<file path="src/rtl/ext_bus_pkg.sv">
/*
  constants for the external data bus sequencer: widths, reset values, timing.
  assumes a single clock domain, the pll clock at 12.58 MHz.
*/
package ext_bus_pkg;
  localparam int          ADDR_WIDTH       = 24;
  localparam int          DATA_WIDTH       = 8;
  localparam int          WAIT_WIDTH       = 8;
  localparam int          DIV_WIDTH        = 3;
  localparam logic [7:0]  PORT_RESET       = 8'hFF;
  localparam logic [7:0]  WAIT_RESET       = 8'h00;
  localparam int          STROBE_DIS_BIT   = 4;
  localparam int          PLL_FREQ_KHZ     = 12_580;
  localparam logic [2:0]  DIV_UNDIVIDED    = 3'h0;
  localparam int          SETUP_CYCLES     = 1;

  typedef enum logic [2:0] {
    ST_IDLE,
    ST_ADDR,
    ST_DATA,
    ST_WAIT,
    ST_LAST
  } bus_state_type;
endpackage : ext_bus_pkg

</file>
<file path="src/rtl/external_data_bus_ale.sv">
/*
  external data bus sequencer of a single-cycle core: strobe generation,
  multiplexed low address/data byte, wait stretching, core clock divider
  and machine-cycle tick.
  assumes the core presents one instruction at a time on instr_start_i,
  holding it until instr_done_o, and that the port pins come in unsynchronised.
  a read ends two clocks after its last tick, while the byte crosses the synchroniser.
*/
// Function
// - single-cycle instruction keeps the address strobe high for its whole cycle
// - multi-cycle instruction: strobe high first cycle, low for the rest
// - no external fetches; data space addressed with 24 bits, 16 MB
// - each external data move of 2 or more cycles is stretched by the programmed wait count; shorter moves get count data cycles, at least 1
// - low byte port carries low address byte then data byte
// - in bus use the port drives ones actively high
// - outside bus use the port is open drain, written ones float
// - one machine cycle equals one core clock; timer tick per core clock
// - most instructions finish in one or two core clocks
// - core clock comes from the pll clock through a programmable divider
// - strobe latches low address and page bytes; power control bit 4 disables it
// - program store strobe stays high during internal execution
`timescale 1ns/1ps
`default_nettype none
module external_data_bus_ale #(
  parameter int ADDR_WIDTH = ext_bus_pkg::ADDR_WIDTH,
  parameter int WAIT_WIDTH = ext_bus_pkg::WAIT_WIDTH
) (
  input  wire logic                  ref_clk_i,
  input  wire logic                  reset_i,
  input  wire logic                  instr_start_i,
  input  wire logic [3:0]            instr_cycles_i,
  input  wire logic                  instr_is_move_i,
  input  wire logic                  move_write_i,
  input  wire logic [ADDR_WIDTH-1:0] move_addr_i,
  input  wire logic [7:0]            move_wdata_i,
  input  wire logic [WAIT_WIDTH-1:0] external_wait_count_i,
  input  wire logic [7:0]            power_control_reg_i,
  input  wire logic [2:0]            clock_divider_control_i,
  input  wire logic [7:0]            port_latch_i,
  input  wire logic [7:0]            low_byte_port_i,
  output logic                       instr_done_o,
  output logic [7:0]                 move_rdata_o,
  output logic                       move_rdata_valid_o,
  output logic                       addr_strobe_o,
  output logic                       program_store_strobe_o,
  output logic [7:0]                 low_byte_port_o,
  output logic [7:0]                 low_byte_port_oe_o,
  output logic [15:0]                high_addr_o,
  output logic                       read_strobe_n_o,
  output logic                       write_strobe_n_o,
  output logic                       core_clk_en_o,
  output logic                       timer_tick_o
);

  // clock divider: core cycle advances once every 2^div pll cycles
  // the divided clock is an enable pulse, so every register still sees
  // every pll edge and no second clock domain appears
  logic [6:0] div_cnt;
  logic [6:0] next_div_cnt;
  logic       tick;
  logic       next_tick;

  function automatic logic [6:0] div_limit(input logic [2:0] sel);
    div_limit = 7'((7'h01 << sel) - 7'h01);
  endfunction : div_limit

  always_comb begin
    next_div_cnt = div_cnt + 7'h01;
    next_tick    = 1'b0;
    if (div_cnt >= div_limit(clock_divider_control_i)) begin
      next_div_cnt = '0;
      next_tick    = 1'b1;
    end
  end

  always_ff @(posedge ref_clk_i) begin
    if (reset_i) begin
      div_cnt <= '0;
      tick    <= 1'b0;
    end else begin
      div_cnt <= next_div_cnt;
      tick    <= next_tick;
    end
  end

  // pin input synchroniser; first stage only feeds the second
  // read data therefore lags the pins by two clocks
  logic [7:0] port_meta;
  logic [7:0] port_sync;

  always_ff @(posedge ref_clk_i) begin
    if (reset_i) begin
      port_meta <= ext_bus_pkg::PORT_RESET;
      port_sync <= ext_bus_pkg::PORT_RESET;
    end else begin
      port_meta <= low_byte_port_i;
      port_sync <= port_meta;
    end
  end

  // instruction / bus sequencer, advancing once per machine cycle
  ext_bus_pkg::bus_state_type state;
  ext_bus_pkg::bus_state_type next_state;
  // four spare bits hold the cycle count plus the wait count without wrapping
  logic [WAIT_WIDTH+3:0]      remain;
  logic [WAIT_WIDTH+3:0]      next_remain;
  logic                       is_move;
  logic                       next_is_move;
  logic                       is_write;
  logic                       next_is_write;
  logic [ADDR_WIDTH-1:0]      addr;
  logic [ADDR_WIDTH-1:0]      next_addr;
  logic [7:0]                 wdata;
  logic [7:0]                 next_wdata;
  logic                       strobe;
  logic                       next_strobe;
  logic                       done;
  logic                       next_done;
  logic [7:0]                 rdata;
  logic [7:0]                 next_rdata;
  logic                       rvalid;
  logic                       next_rvalid;
  logic                       rd_n;
  logic                       next_rd_n;
  logic                       wr_n;
  logic                       next_wr_n;
  logic [7:0]                 port_out;
  logic [7:0]                 next_port_out;
  logic [7:0]                 port_oe;
  logic [7:0]                 next_port_oe;
  logic [15:0]                haddr;
  logic [15:0]                next_haddr;
  logic [1:0]                 settle;
  logic [1:0]                 next_settle;

  // open-drain: a zero pulls low, a one floats
  // bus cycles override this with actively driven ones
  function automatic logic [7:0] od_enable(input logic [7:0] val);
    od_enable = ~val;
  endfunction : od_enable

  always_comb begin
    next_state    = state;
    next_remain   = remain;
    next_is_move  = is_move;
    next_is_write = is_write;
    next_addr     = addr;
    next_wdata    = wdata;
    next_strobe   = 1'b0;
    next_done     = 1'b0;
    next_rdata    = rdata;
    next_rvalid   = 1'b0;
    next_rd_n     = 1'b1;
    next_wr_n     = 1'b1;
    next_haddr    = haddr;
    next_port_out = port_latch_i;
    next_port_oe  = od_enable(port_latch_i);
    next_settle   = 2'h0;
    // a read byte needs two more clocks to cross the pin synchroniser;
    // reading the synchroniser at the last tick would return a stale byte
    if (settle != 2'h0) begin
      next_settle = settle - 2'h1;
      if (settle == 2'h1) begin
        next_rdata  = port_sync;
        next_rvalid = 1'b1;
        next_done   = 1'b1;
        next_state  = ext_bus_pkg::ST_IDLE;
      end
    end else if (tick) begin
      case (state)
        ext_bus_pkg::ST_IDLE: begin
          if (instr_start_i) begin
            next_is_move  = instr_is_move_i;
            next_is_write = move_write_i;
            next_addr     = move_addr_i;
            next_wdata    = move_wdata_i;
            // extra cycles beyond the first: given count less one, plus waits for moves
            next_remain   = (WAIT_WIDTH + 4)'(instr_cycles_i == 4'h0 ? 4'h0
                                              : instr_cycles_i - 4'h1);
            if (instr_is_move_i) begin
              next_remain = next_remain
                          + (WAIT_WIDTH + 4)'(external_wait_count_i);
            end
            // strobe high in the first machine cycle of every instruction
            next_strobe = ~power_control_reg_i[ext_bus_pkg::STROBE_DIS_BIT];
            if (instr_is_move_i) begin
              next_haddr    = 16'(move_addr_i[ADDR_WIDTH-1:8]);
              next_port_out = move_addr_i[7:0];
              next_port_oe  = 8'hFF;
              next_state    = ext_bus_pkg::ST_ADDR;
            end else if (next_remain == '0) begin
              // single machine cycle: finish at its closing tick, strobe high until then
              next_state = ext_bus_pkg::ST_LAST;
            end else begin
              next_state = ext_bus_pkg::ST_WAIT;
            end
          end
        end
        ext_bus_pkg::ST_ADDR, ext_bus_pkg::ST_WAIT, ext_bus_pkg::ST_DATA: begin
          // later cycles keep the strobe low
          if (is_move) begin
            next_port_out = is_write ? wdata : 8'hFF;
            next_port_oe  = is_write ? 8'hFF : 8'h00;
            next_rd_n     = is_write;
            next_wr_n     = ~is_write;
          end
          if (remain <= (WAIT_WIDTH + 4)'(1)) begin
            next_remain = '0;
            next_state  = ext_bus_pkg::ST_LAST;
          end else begin
            next_remain = remain - (WAIT_WIDTH + 4)'(1);
            next_state  = ext_bus_pkg::ST_DATA;
          end
        end
        ext_bus_pkg::ST_LAST: begin
          if (is_move && !is_write) begin
            // first stage takes the pins at this tick, as the read strobe rises;
            // the ram must hold its byte until that rising edge
            next_settle = 2'h2;
          end else begin
            next_done  = 1'b1;
            next_state = ext_bus_pkg::ST_IDLE;
          end
        end
        default: begin
          next_state = ext_bus_pkg::ST_IDLE;
        end
      endcase
    end else begin
      // hold the strobes between machine cycles; the port is held only during a move, otherwise it follows port_latch_i
      next_strobe   = strobe;
      next_rd_n     = rd_n;
      next_wr_n     = wr_n;
      if (state != ext_bus_pkg::ST_IDLE && is_move) begin
        next_port_out = port_out;
        next_port_oe  = port_oe;
      end
    end
  end

  always_ff @(posedge ref_clk_i) begin
    if (reset_i) begin
      state    <= ext_bus_pkg::ST_IDLE;
      remain   <= '0;
      is_move  <= 1'b0;
      is_write <= 1'b0;
      addr     <= '0;
      wdata    <= '0;
      strobe   <= 1'b0;
      done     <= 1'b0;
      rdata    <= '0;
      rvalid   <= 1'b0;
      rd_n     <= 1'b1;
      wr_n     <= 1'b1;
      port_out <= ext_bus_pkg::PORT_RESET;
      port_oe  <= 8'h00;
      haddr    <= '0;
      settle   <= 2'h0;
    end else begin
      state    <= next_state;
      remain   <= next_remain;
      is_move  <= next_is_move;
      is_write <= next_is_write;
      addr     <= next_addr;
      wdata    <= next_wdata;
      strobe   <= next_strobe;
      done     <= next_done;
      rdata    <= next_rdata;
      rvalid   <= next_rvalid;
      rd_n     <= next_rd_n;
      wr_n     <= next_wr_n;
      port_out <= next_port_out;
      port_oe  <= next_port_oe;
      haddr    <= next_haddr;
      settle   <= next_settle;
    end
  end

  // no external program store: strobe idles high
  // no reset needed: it is high from the first clock and nothing reads it back
  logic pstore;
  always_ff @(posedge ref_clk_i) begin
    pstore <= 1'b1;
  end

  assign instr_done_o           = done;
  assign move_rdata_o           = rdata;
  assign move_rdata_valid_o     = rvalid;
  assign addr_strobe_o          = strobe;
  assign program_store_strobe_o = pstore;
  assign low_byte_port_o        = port_out;
  assign low_byte_port_oe_o     = port_oe;
  assign high_addr_o            = haddr;
  assign read_strobe_n_o        = rd_n;
  assign write_strobe_n_o       = wr_n;
  assign core_clk_en_o          = tick;
  assign timer_tick_o           = tick;

endmodule : external_data_bus_ale
`default_nettype wire

</file>
<file path="config.mk">
export PLATFORM = sky130hd
export DESIGN_NAME = external_data_bus_ale
export DESIGN_NICKNAME = d
export VERILOG_FILES = /design/src/rtl/ext_bus_pkg.sv /design/src/rtl/external_data_bus_ale.sv
export SDC_FILE = /design/constraint.sdc
export NUM_CORES = 1
export LEC_CHECK = 0
export ABC_AREA = 1
export BUFFER_PORTS_ARGS = -buffer_cell sky130_fd_sc_hd__buf_2
export CORE_ASPECT_RATIO = 1.2
export CORE_UTILIZATION = 35
export CTS_BUF_LIST = sky130_fd_sc_hd__clkbuf_2
export DETAILED_ROUTE_END_ITERATION = 7
export SLEW_MARGIN = 20
export SYNTH_ARGS = -nofsm -noshare
export SYNTH_HDL_FRONTEND = slang
export SYNTH_SLANG_ARGS = --single-unit
export TNS_END_PERCENT = 50
</file>
<file path="constraint.sdc">
create_clock -name ref_clk_i -period 2.32 [get_ports ref_clk_i]
set_input_delay 0.232 -clock ref_clk_i [delete_from_list [all_inputs] [get_ports ref_clk_i]]
set_output_delay 0.232 -clock ref_clk_i [all_outputs]
set_load 0.01 [all_outputs]
</file>
Word-level counts from Yosys, hierarchy flattened:

Index checks and enable logic that the tools add are counted.

* multipliers: 0
* add/subtract/negate cells: 6
* eq/ne operators: 10
* bitwise logic cells: 4
* shift operators: 1
* mux-type cells: 50
* divide/modulo/power cells: 0
* reduce and logical (&&, ||, !) cells: 19
* order comparisons: 2

Operator list (count)
* $mux W8: 14
* $mux W12: 8
* $pmux W8 S2: 2
* $mux W3: 8
* $pmux W12 S2: 1
* $add A12 B8 Y12: 1
* $le A12 B1 Y1 const B: 1
* $logic_not A12 Y1: 1
* $mux W1: 12
* $reduce_and A4 Y1: 3
* $sub A12 B1 Y12 const B: 1
* $ne A3 B3 Y1 const B: 3
* $pmux W3 S3: 1
* $mux W2: 4
* $not A8 Y8: 1
* $add A7 B1 Y7 const B: 1
* $ge A7 B7 Y1: 1
* $shl A1 B3 Y7 const A: 1
* $sub A7 B1 Y7 const B: 1
* $eq A3 B2 Y1 const B: 2
* $reduce_bool A2 Y1: 3
* $reduce_or A2 Y1: 3
* $reduce_and A5 Y1: 1
* $sub A4 B1 Y5 const B: 1
* 14 further kinds: 17

* input bits: 76
* RAM bits: 0
* flip-flop bits (word level): 96
* output and inout bits: 48
* ROM bits: 0
* latch bits: 0
* memories kept: 0

Longest topological paths before layout:

Gate-level depths: netlist (run 1).

* depth after elaboration: 15
* gate-level depth with buffers: 19
* depth with buffers taken out: 19

Worst setup path after synthesis (run 1):

No wires, ideal clock.

* kind: input to register
* start: input instr_cycles_i[2]
* end: register state[1]
* setup slack: 0.170 ns
* arrival: 2.016 ns
* stages: 17
* required time: 2.186 ns
* buffers on the path: 0
* cell sequence: inv_1 -> nand3_1 -> nand2_1 -> inv_1 -> ha_1 -> fa_1 -> or2_2 -> nand2_1 -> nand2_1 -> nor2_1 -> nand2_1 -> nor2_1 -> nand2_1 -> nand2_1 -> nand2_1 -> nand2_1 -> a21oi_1

* word-level cells in the longest chain between the ends: 15
* elaborated cells on any way between the ends: 16
* those cells by class: 2 x add/sub; 12 x mux; 2 x reduce/logical

Ends and longest elaborated chain
* start: declaration: RTL line external_data_bus_ale.sv:31 `input wire logic [3:0] instr_cycles_i,`
* $sub A4 B1 Y5 or $logic_not A4 Y1 (tied branches): RTL line external_data_bus_ale.sv:179, external_data_bus_ale.sv:178
* $mux W12 (*): RTL line external_data_bus_ale.sv:178 `next_remain = (WAIT_WIDTH + 4)'(instr_cycles_i == 4'h0 ? 4'h0`
* $add A12 B8 Y12: RTL line external_data_bus_ale.sv:182 `+ (WAIT_WIDTH + 4)'(external_wait_count_i);`
* $mux W12 (*): RTL line external_data_bus_ale.sv:180 `if (instr_is_move_i) begin`
* $mux W12 (*): RTL line external_data_bus_ale.sv:172 `if (instr_start_i) begin`
* $mux W12 (*): RTL line external_data_bus_ale.sv:170 `case (state)`
* $mux W12 (*): RTL line external_data_bus_ale.sv:169 `end else if (tick) begin`
* $mux W12 (*): RTL line external_data_bus_ale.sv:161 `if (settle != 2'h0) begin`
* $logic_not A12 Y1 (*): RTL line external_data_bus_ale.sv:191 `end else if (next_remain == '0) begin`
* $mux W3 (*): RTL line external_data_bus_ale.sv:191
* $mux W3 (*): RTL line external_data_bus_ale.sv:186 `if (instr_is_move_i) begin`
* $mux W3 (*): RTL line external_data_bus_ale.sv:172
* $pmux W3 S3 (*): RTL line external_data_bus_ale.sv:170
* $mux W3 (*): RTL line external_data_bus_ale.sv:169
* $mux W3 (*): RTL line external_data_bus_ale.sv:161
* end signal: assignment: RTL line external_data_bus_ale.sv:243 `state <= ext_bus_pkg::ST_IDLE;`
* end signal: assignment: RTL line external_data_bus_ale.sv:260 `state <= next_state;`
* end: declaration: RTL line external_data_bus_ale.sv:102 `ext_bus_pkg::bus_state_type state;`

Every way passes the cells marked *; elsewhere a longest branch is shown, timed or not. The select of a mux whose other input is x is not followed.
A chain may end at the register's enable or synchronous reset.

Worst setup path after layout (run 1):

* start: register state[2]
* end: register port_out[4], in the netlist low_byte_port_o[4]

* word-level cells in the longest chain between the ends: 5
* elaborated cells on any way between the ends: 11
* those cells by class: 4 x eq/ne; 3 x mux; 4 x reduce/logical

Ends and longest elaborated chain
* $eq A3 B1 Y1 or $eq A3 B2 Y1 (tied branches): RTL line external_data_bus_ale.sv:170
* $reduce_or A3 Y1: RTL line external_data_bus_ale.sv:170
* $pmux W8 S2: RTL line external_data_bus_ale.sv:170
* $mux W8: RTL line external_data_bus_ale.sv:169
* $mux W8: RTL line external_data_bus_ale.sv:161
* end signal: assignment: RTL line external_data_bus_ale.sv:255 `port_out <= ext_bus_pkg::PORT_RESET;`
* end signal: assignment: RTL line external_data_bus_ale.sv:272 `port_out <= next_port_out;`
* end: declaration: RTL line external_data_bus_ale.sv:127 `logic [7:0] port_out;`

Parallel ways exist; a longest one is shown, timed or not.

==> qor.yml, run 1 <==
place_hpwl_mm: 9.42
hold_path_depth: 4
syn_avg_cell_area_um2: 7.17
synth-seq-cells: 96
finalHoldViolCount: 0
swShare_pct: 29.2
synth_top_cell_area_share_pct: 37.8
crit_chain: "inv_2 > nand2_4 > inv_4 > nor4_4 > buf_12 > a21oi_1 > o31ai_1 > dlygate4sd3_1 > nand3_1"
die_w_um: 112
fmax_mhz: 459
status: "complete, but fails checks"
rsz0062_at_grt: "false"
cts_tree: "done"
yosys.area_share.simple_pct: 26.0
synth_top_flop_cell: "dfxtp_1"
crit_fanout: 18
cts-root-buf: "clkbuf_2"
slowest_delay_ns: 0.59
drt_wl_total_mm: 13.3
rrSetupSlack_ns: 0.14
maxCapViolations: 0
slew_viol_final: 0
r2r_end: "low_byte_port_o[4]"
grt_pass1_wl_mm: 22.2
final_cells: 1058
drtIter0Drc: 241
dp.cells: 999
synth-adder-area-share_pct: 5.31
hold_slack_ns: 0.0632
required_ns: 2.82
firstDrtPassIters: 7
die_y_um: 134
yosys_warnings: 0
htree_levels: 3
critPathLaunchType: "flip-flop"
finalSetupTns_ns: 0
core_mm2: 0.0140
synth-edff-count: 0
power_density_mw_per_mm2: 482
synth-compound-area-share_pct: 18.9
grtUsageTotal_pct: 18.2
fin_nets: 978
boundaryPins: 124
period_share_pct: 94.0
vias_per_cell: 4.79
synth_area_mm2: 0.00509
cts.clk_slew.worst_paths_ns: 0.29
vias: 5070
intPower_uw: 2220
hp-start: "port_latch_i[3]"
muxShareOfSynthArea_pct: 0
pwr-share-clk_pct: 27.9
grt_remaining_overflow: 0
gp_congestion: 0.805
ant_nets: 0
layout-drive-gt1-share_pct: 22.7
grt_pass1_vias: 4827
clock_skew_ns: 0.0485
synth_top_family_by_area: "simple AND/OR/NAND/NOR gates"
peakVddDrop_mv: 0.281
critPathBufInv: 4
postSynthCellCount: 709
comb_power_share_pct: 17.5
path_class: "flip-flop to flip-flop"
die-area_mm2: 0.0150
maxSlewHeadroom_pct: 60.7
synth.largest_area_cell: "dfxtp_1"
postCtsSetupRepairBufs: 0
cts.sinks: 96
clock_path_buffers: 2
grt_start_max_net_pins: 34
power.switching_uw: 918
holdPathEnd: "low_byte_port_oe_o[3]"
violations: "design-rule violations"
antenna_found_initial: 1
r2r_start: "state[2]"
cts_inserted_buffers: 9
initial_core_util_pct: 36.3
async_flop_share_pct: 0
num_rows: 47
hp-class: "input port to flip-flop"
ys_seq_area_share_pct: 37.8
r2r_cells: 9
netlist_top_cells_area: "dfxtp_1 (38%), nand2_1 (9.2%), a21oi_1 (6.8%)"
worst_pin_slew_ns: 0.587
port_buffers: 115
setup_viol_count_final: 0
yosysUniqueCellTypes: 47
leakage_uw: 0.00312
cp_top_family: "buffers and inverters"
total_power_uw: 3140
layout_min_cycle_time_ns: 2.18
synth_xor_area_share_pct: 2.24
syn2layout_area_growth_pct: 28.1
worstPathArrival_ns: 2.68
crit_slowest_cell: "dlygate4sd3_1"
clk_latency_ns: 0.57
wl_per_cell_um: 12.5
drc: 8
share_seq_of_total_power_pct: 54.6
cp-end-kind: "flip-flop"
metal layers:
metal | share of wire (%) | global-route usage, %
met5 | 0 | 0
met4 | 1.2 | 6.52
met3 | 3.8 | 3.66
met2 | 50 | 32.9
met1 | 45 | 21.2
worst min-delay path: cells and delay by family:
family	cells	cell delay [ns]
AO/OA/AOI/OAI	2	0.19
buffers and inverters	2	0.18
flip-flops by register name, indices dropped and copies added, names as in the netlist, 2 cells and up:
name,cells
high_addr_o,16
remain,12
low_byte_port_o,8
low_byte_port_oe_o,8
move_rdata_o,8
port_meta,8
port_sync,8
wdata,8
div_cnt,7
state,3
settle,2
cell usage after synthesis (2+ instances only):
master / number
o211ai_1: 3
nand3_1: 47
a31oi_1: 3
o21ai_0: 60
o21ai_1: 3
nand2_1: 124
nor2_4: 2
o221ai_1: 8
nand3b_1: 2
nor3_1: 8
a211oi_1: 8
clkinv_1: 2
clkbuf_1: 13
buf_4: 4
nor4_1: 3
nor2_2: 2
buf_2: 5
nand2_4: 3
nand4_1: 8
or2_2: 22
a21oi_1: 69
nor2_1: 60
dfxtp_1: 96
nand3_2: 3
conb_1: 2
xnor2_1: 3
inv_2: 5
inv_1: 88
xor2_1: 10
o31ai_1: 7
ha_1: 20
cell type report:
cell class,instances,area [µm²]
fill,1475,7480
antenna,1,2.50
multi-input combinational,496,2690
timing repair buffer,181,1190
inverter,97,372
clock inverter,6,78.8
sequential,96,1920
clock buffer,10,50.0
tap,171,214
per-stage QoR:
stage               area (µm²)  setup WS [ns]  util, %
CTS                       6500          0.180     46.5
detailed placement        5960        -0.0693     42.6
global placement          5960        -0.0490     42.6
floorplan                 5100          0.170        -
global route              6520         0.0139     46.6
finish                    6520          0.140     46.6
kinds of logic after synthesis:
logic type	Yosys count
AO/OA/AOI/OAI	169
XOR/XNOR	13
adder cells (fa/ha/maj)	21
buffers and inverters	121
flip-flops	96
other	2
AND/OR/NAND/NOR	287
layout by cell type, fill, tap and decap left out, drive strengths merged, types with 4 or more instances in the layout:
| cell type | instances |
|---|---|
| nor3 | 8 |
| o31ai | 8 |
| or2 | 23 |
| ha | 20 |
| conb | 6 |
| nand3 | 50 |
| nor4 | 4 |
| xor2 | 10 |
| o221ai | 8 |
| nand2 | 128 |
| dfxtp | 96 |
| a211oi | 9 |
| buf | 139 |
| clkinv | 4 |
| nand4 | 8 |
| o21ai | 63 |
| nor2 | 64 |
| clkbuf | 10 |
| dlygate4sd3 | 42 |
| inv | 96 |
| a21oi | 69 |
how the worst max path moves through the flow:
stage | from | end | slack [ns] | cells after the start
2_1_floorplan | instr_cycles_i[2] | state[1] | 0.17 | 17
3_3_place_gp | instr_cycles_i[3] | state[1] | -0.05 | 18
3_5_place_dp | instr_cycles_i[2] | state[1] | -0.07 | 18
4_1_cts | state[2] | low_byte_port_o[4] | 0.18 | 9
5_1_grt | state[2] | low_byte_port_o[4] | 0.01 | 9
6_report | state[2] | low_byte_port_o[4] | 0.14 | 9
what timing repair did:
action                                  in CTS  in global routing
hold endpoints to repair                    44                  1
endpoints found under the setup margin       0                  1
resized for setup                            0                  2
hold buffers                                41                  1
power groups by stage:
stage / Clock (µW) / Combinational (µW) / Sequential, µW
global route: 973 / 625 / 1720
floorplan: 0 / 302 / 1750
global placement: 0 / 491 / 1740
CTS: 916 / 547 / 1720
finish: 875 / 551 / 1720
detailed placement: 0 / 490 / 1750
No activity file was read; power rests on OpenSTA's default activity.
==> run 2, diff against run 1 <==
CORE_UTILIZATION = 56   (was 35)
PLACE_DENSITY = 0.83   (was default)
==> qor.yml, run 2 (same netlist as run 1, synthesis figures left out) <==
r2r_cells: 8
layout-drive-gt1-share_pct: 22.1
postCtsSetupRepairBufs: 0
hp-start: "move_addr_i[2]"
fin_nets: 964
path_class: "flip-flop to flip-flop"
routed.top_layer: "met4"
required_ns: 2.82
core_mm2: 0.00870
status: "complete, no violations"
grtUsageTotal_pct: 29.0
clock_skew_ns: 0.0376
cts_inserted_buffers: 9
cts-root-buf: "clkbuf_2"
pwr-share-clk_pct: 28.3
firstDrtPassIters: 8
worstPathArrival_ns: 2.58
grt_remaining_overflow: 0
grt_start_max_net_pins: 34
crit_fanout: 33
num_rows: 37
r2r_start: "state[2]"
die_w_um: 89.0
critPathLaunchType: "flip-flop"
htree_levels: 3
leakage_uw: 0.00306
grt_pass1_wl_mm: 21.6
r2r_end: "high_addr_o[5]"
worst_pin_slew_ns: 0.544
vias: 5298
drtIter0Drc: 384
period_share_pct: 89.8
place_hpwl_mm: 9.32
finalHoldViolCount: 0
hp-class: "input port to flip-flop"
maxCapViolations: 0
wl_per_cell_um: 13.5
port_buffers: 115
crit_chain: "inv_2 > nand2_4 > nor2_1 > nand3_2 > inv_2 > nand2_2 > o21ai_0 > a21oi_1"
peakVddDrop_mv: 0.400
fmax_mhz: 480
comb_power_share_pct: 17.3
layout_commonest_cell: "nand2_1"
cts.sinks: 96
share_seq_of_total_power_pct: 54.4
preCtsSetupSlack_ns: -0.165
fillers: 739
cts_tree: "done"
drt_wl_total_mm: 13.3
fin_ws_ns: 0.237
critPathMostFrequentCell: "inv_2"
power_density_mw_per_mm2: 499
vias_per_cell: 5.35
slew_viol_final: 0
layout_common_cells: "nand2_1 (124), buf_2 (115), dfxtp_1 (96)"
holdPathEnd: "low_byte_port_o[2]"
cts_resized: 0
crit_slowest_cell: "dfxtp_1"
wl_met3_um: 722
intPower_uw: 2210
cts.clk_slew.worst_paths_ns: 0.28
antenna_found_initial: 1
critPathBufInv: 2
wl_met2_mm: 6.91
layout_min_cycle_time_ns: 2.08
die_y_um: 106
slowest_delay_ns: 0.45
maxSlewHeadroom_pct: 63.6
swShare_pct: 29.8
hold_path_depth: 5
finalSetupTns_ns: 0
gp_congestion: 0.866
clock_path_buffers: 2
syn2layout_area_growth_pct: 24.2
die-area_mm2: 0.00947
cp-end-kind: "flip-flop"
boundaryPins: 124
wl_met1_mm: 5.34
rrSetupSlack_ns: 0.24
power.switching_uw: 940
drc: 0
cp.depth: 8
initial_core_util_pct: 58.4
cp_top_family: "simple AND/OR/NAND/NOR gates"
clk_latency_ns: 0.60
ant_nets: 0
largest_reg_flops: 16
rsz0062_at_grt: "false"
grt_pass1_vias: 5006
setup_viol_count_final: 0
-- run 2: metrics by stage --
| step | hold WS, ns | total power (µW) | std cells | cell area (µm²) | util, % |
|---|---|---|---|---|---|
| after floorplan | 0.336 | 2050 | 713 | 5100 | - |
| after global placement | 0.391 | 2210 | 939 | 5840 | 67.1 |
| after detailed placement | 0.392 | 2230 | 939 | 5840 | 67.1 |
| after CTS | 0.0124 | 3140 | 989 | 6310 | 72.5 |
| after global routing | 0.0172 | 3300 | 990 | 6320 | 72.6 |
| final | 0.0130 | 3150 | 990 | 6320 | 72.6 |
-- run 2: cell type report --
class                   count  area (µm²)  area share, %
diodes                      1        2.50         0.0396
clock buffers               9        45.0          0.713
clock inverters             7        88.8           1.41
inverters                  97         372           5.88
multi-input cells         496        2690           42.6
flip-flops and latches     96        1920           30.4
well taps                 117         146           2.32
repair buffers            167        1050           16.6
-- run 2: worst max-delay path by stage --
stage | startpoint | to | slack (ns)
2_1_floorplan | instr_cycles_i[2] | state[1] | 0.17
3_3_place_gp | instr_cycles_i[2] | state[1] | -0.007
3_5_place_dp | instr_cycles_i[3] | state[0] | -0.16
4_1_cts | state[2] | high_addr_o[5] | 0.27
5_1_grt | state[2] | high_addr_o[10] | 0.07
6_report | state[2] | high_addr_o[5] | 0.24
-- run 2: worst min-delay path: stages --
cell and delay (ns):
buf_2 0.07, nand2_1 0.04, a21oi_1 0.11, o31ai_1 0.09, nand3_1 0.06
-- run 2: power by group through the flow --
stage / combinational [µW] / clock, µW / sequential (µW)
2_1_floorplan: 302 / 0 / 1750
4_1_cts: 534 / 893 / 1720
6_report: 546 / 891 / 1720
3_3_place_gp: 466 / 0 / 1740
5_1_grt: 611 / 969 / 1720
3_5_place_dp: 486 / 0 / 1750
-- run 2: layer usage --
metal | vias to the layer above | track usage, %
li1 | 2668 | -
met2 | 190 | 52.1
met1 | 2404 | 32.6
met5 | - | 0
met3 | 36 | 4.97
met4 | 0 | 13.7
-- run 2: repair_timing --
| item | in CTS | in global routing |
|---|---|---|
| hold buffers | 34 | 0 |
| hold endpoints to repair | 34 | 0 |
| setup endpoints to repair | 0 | 0 |
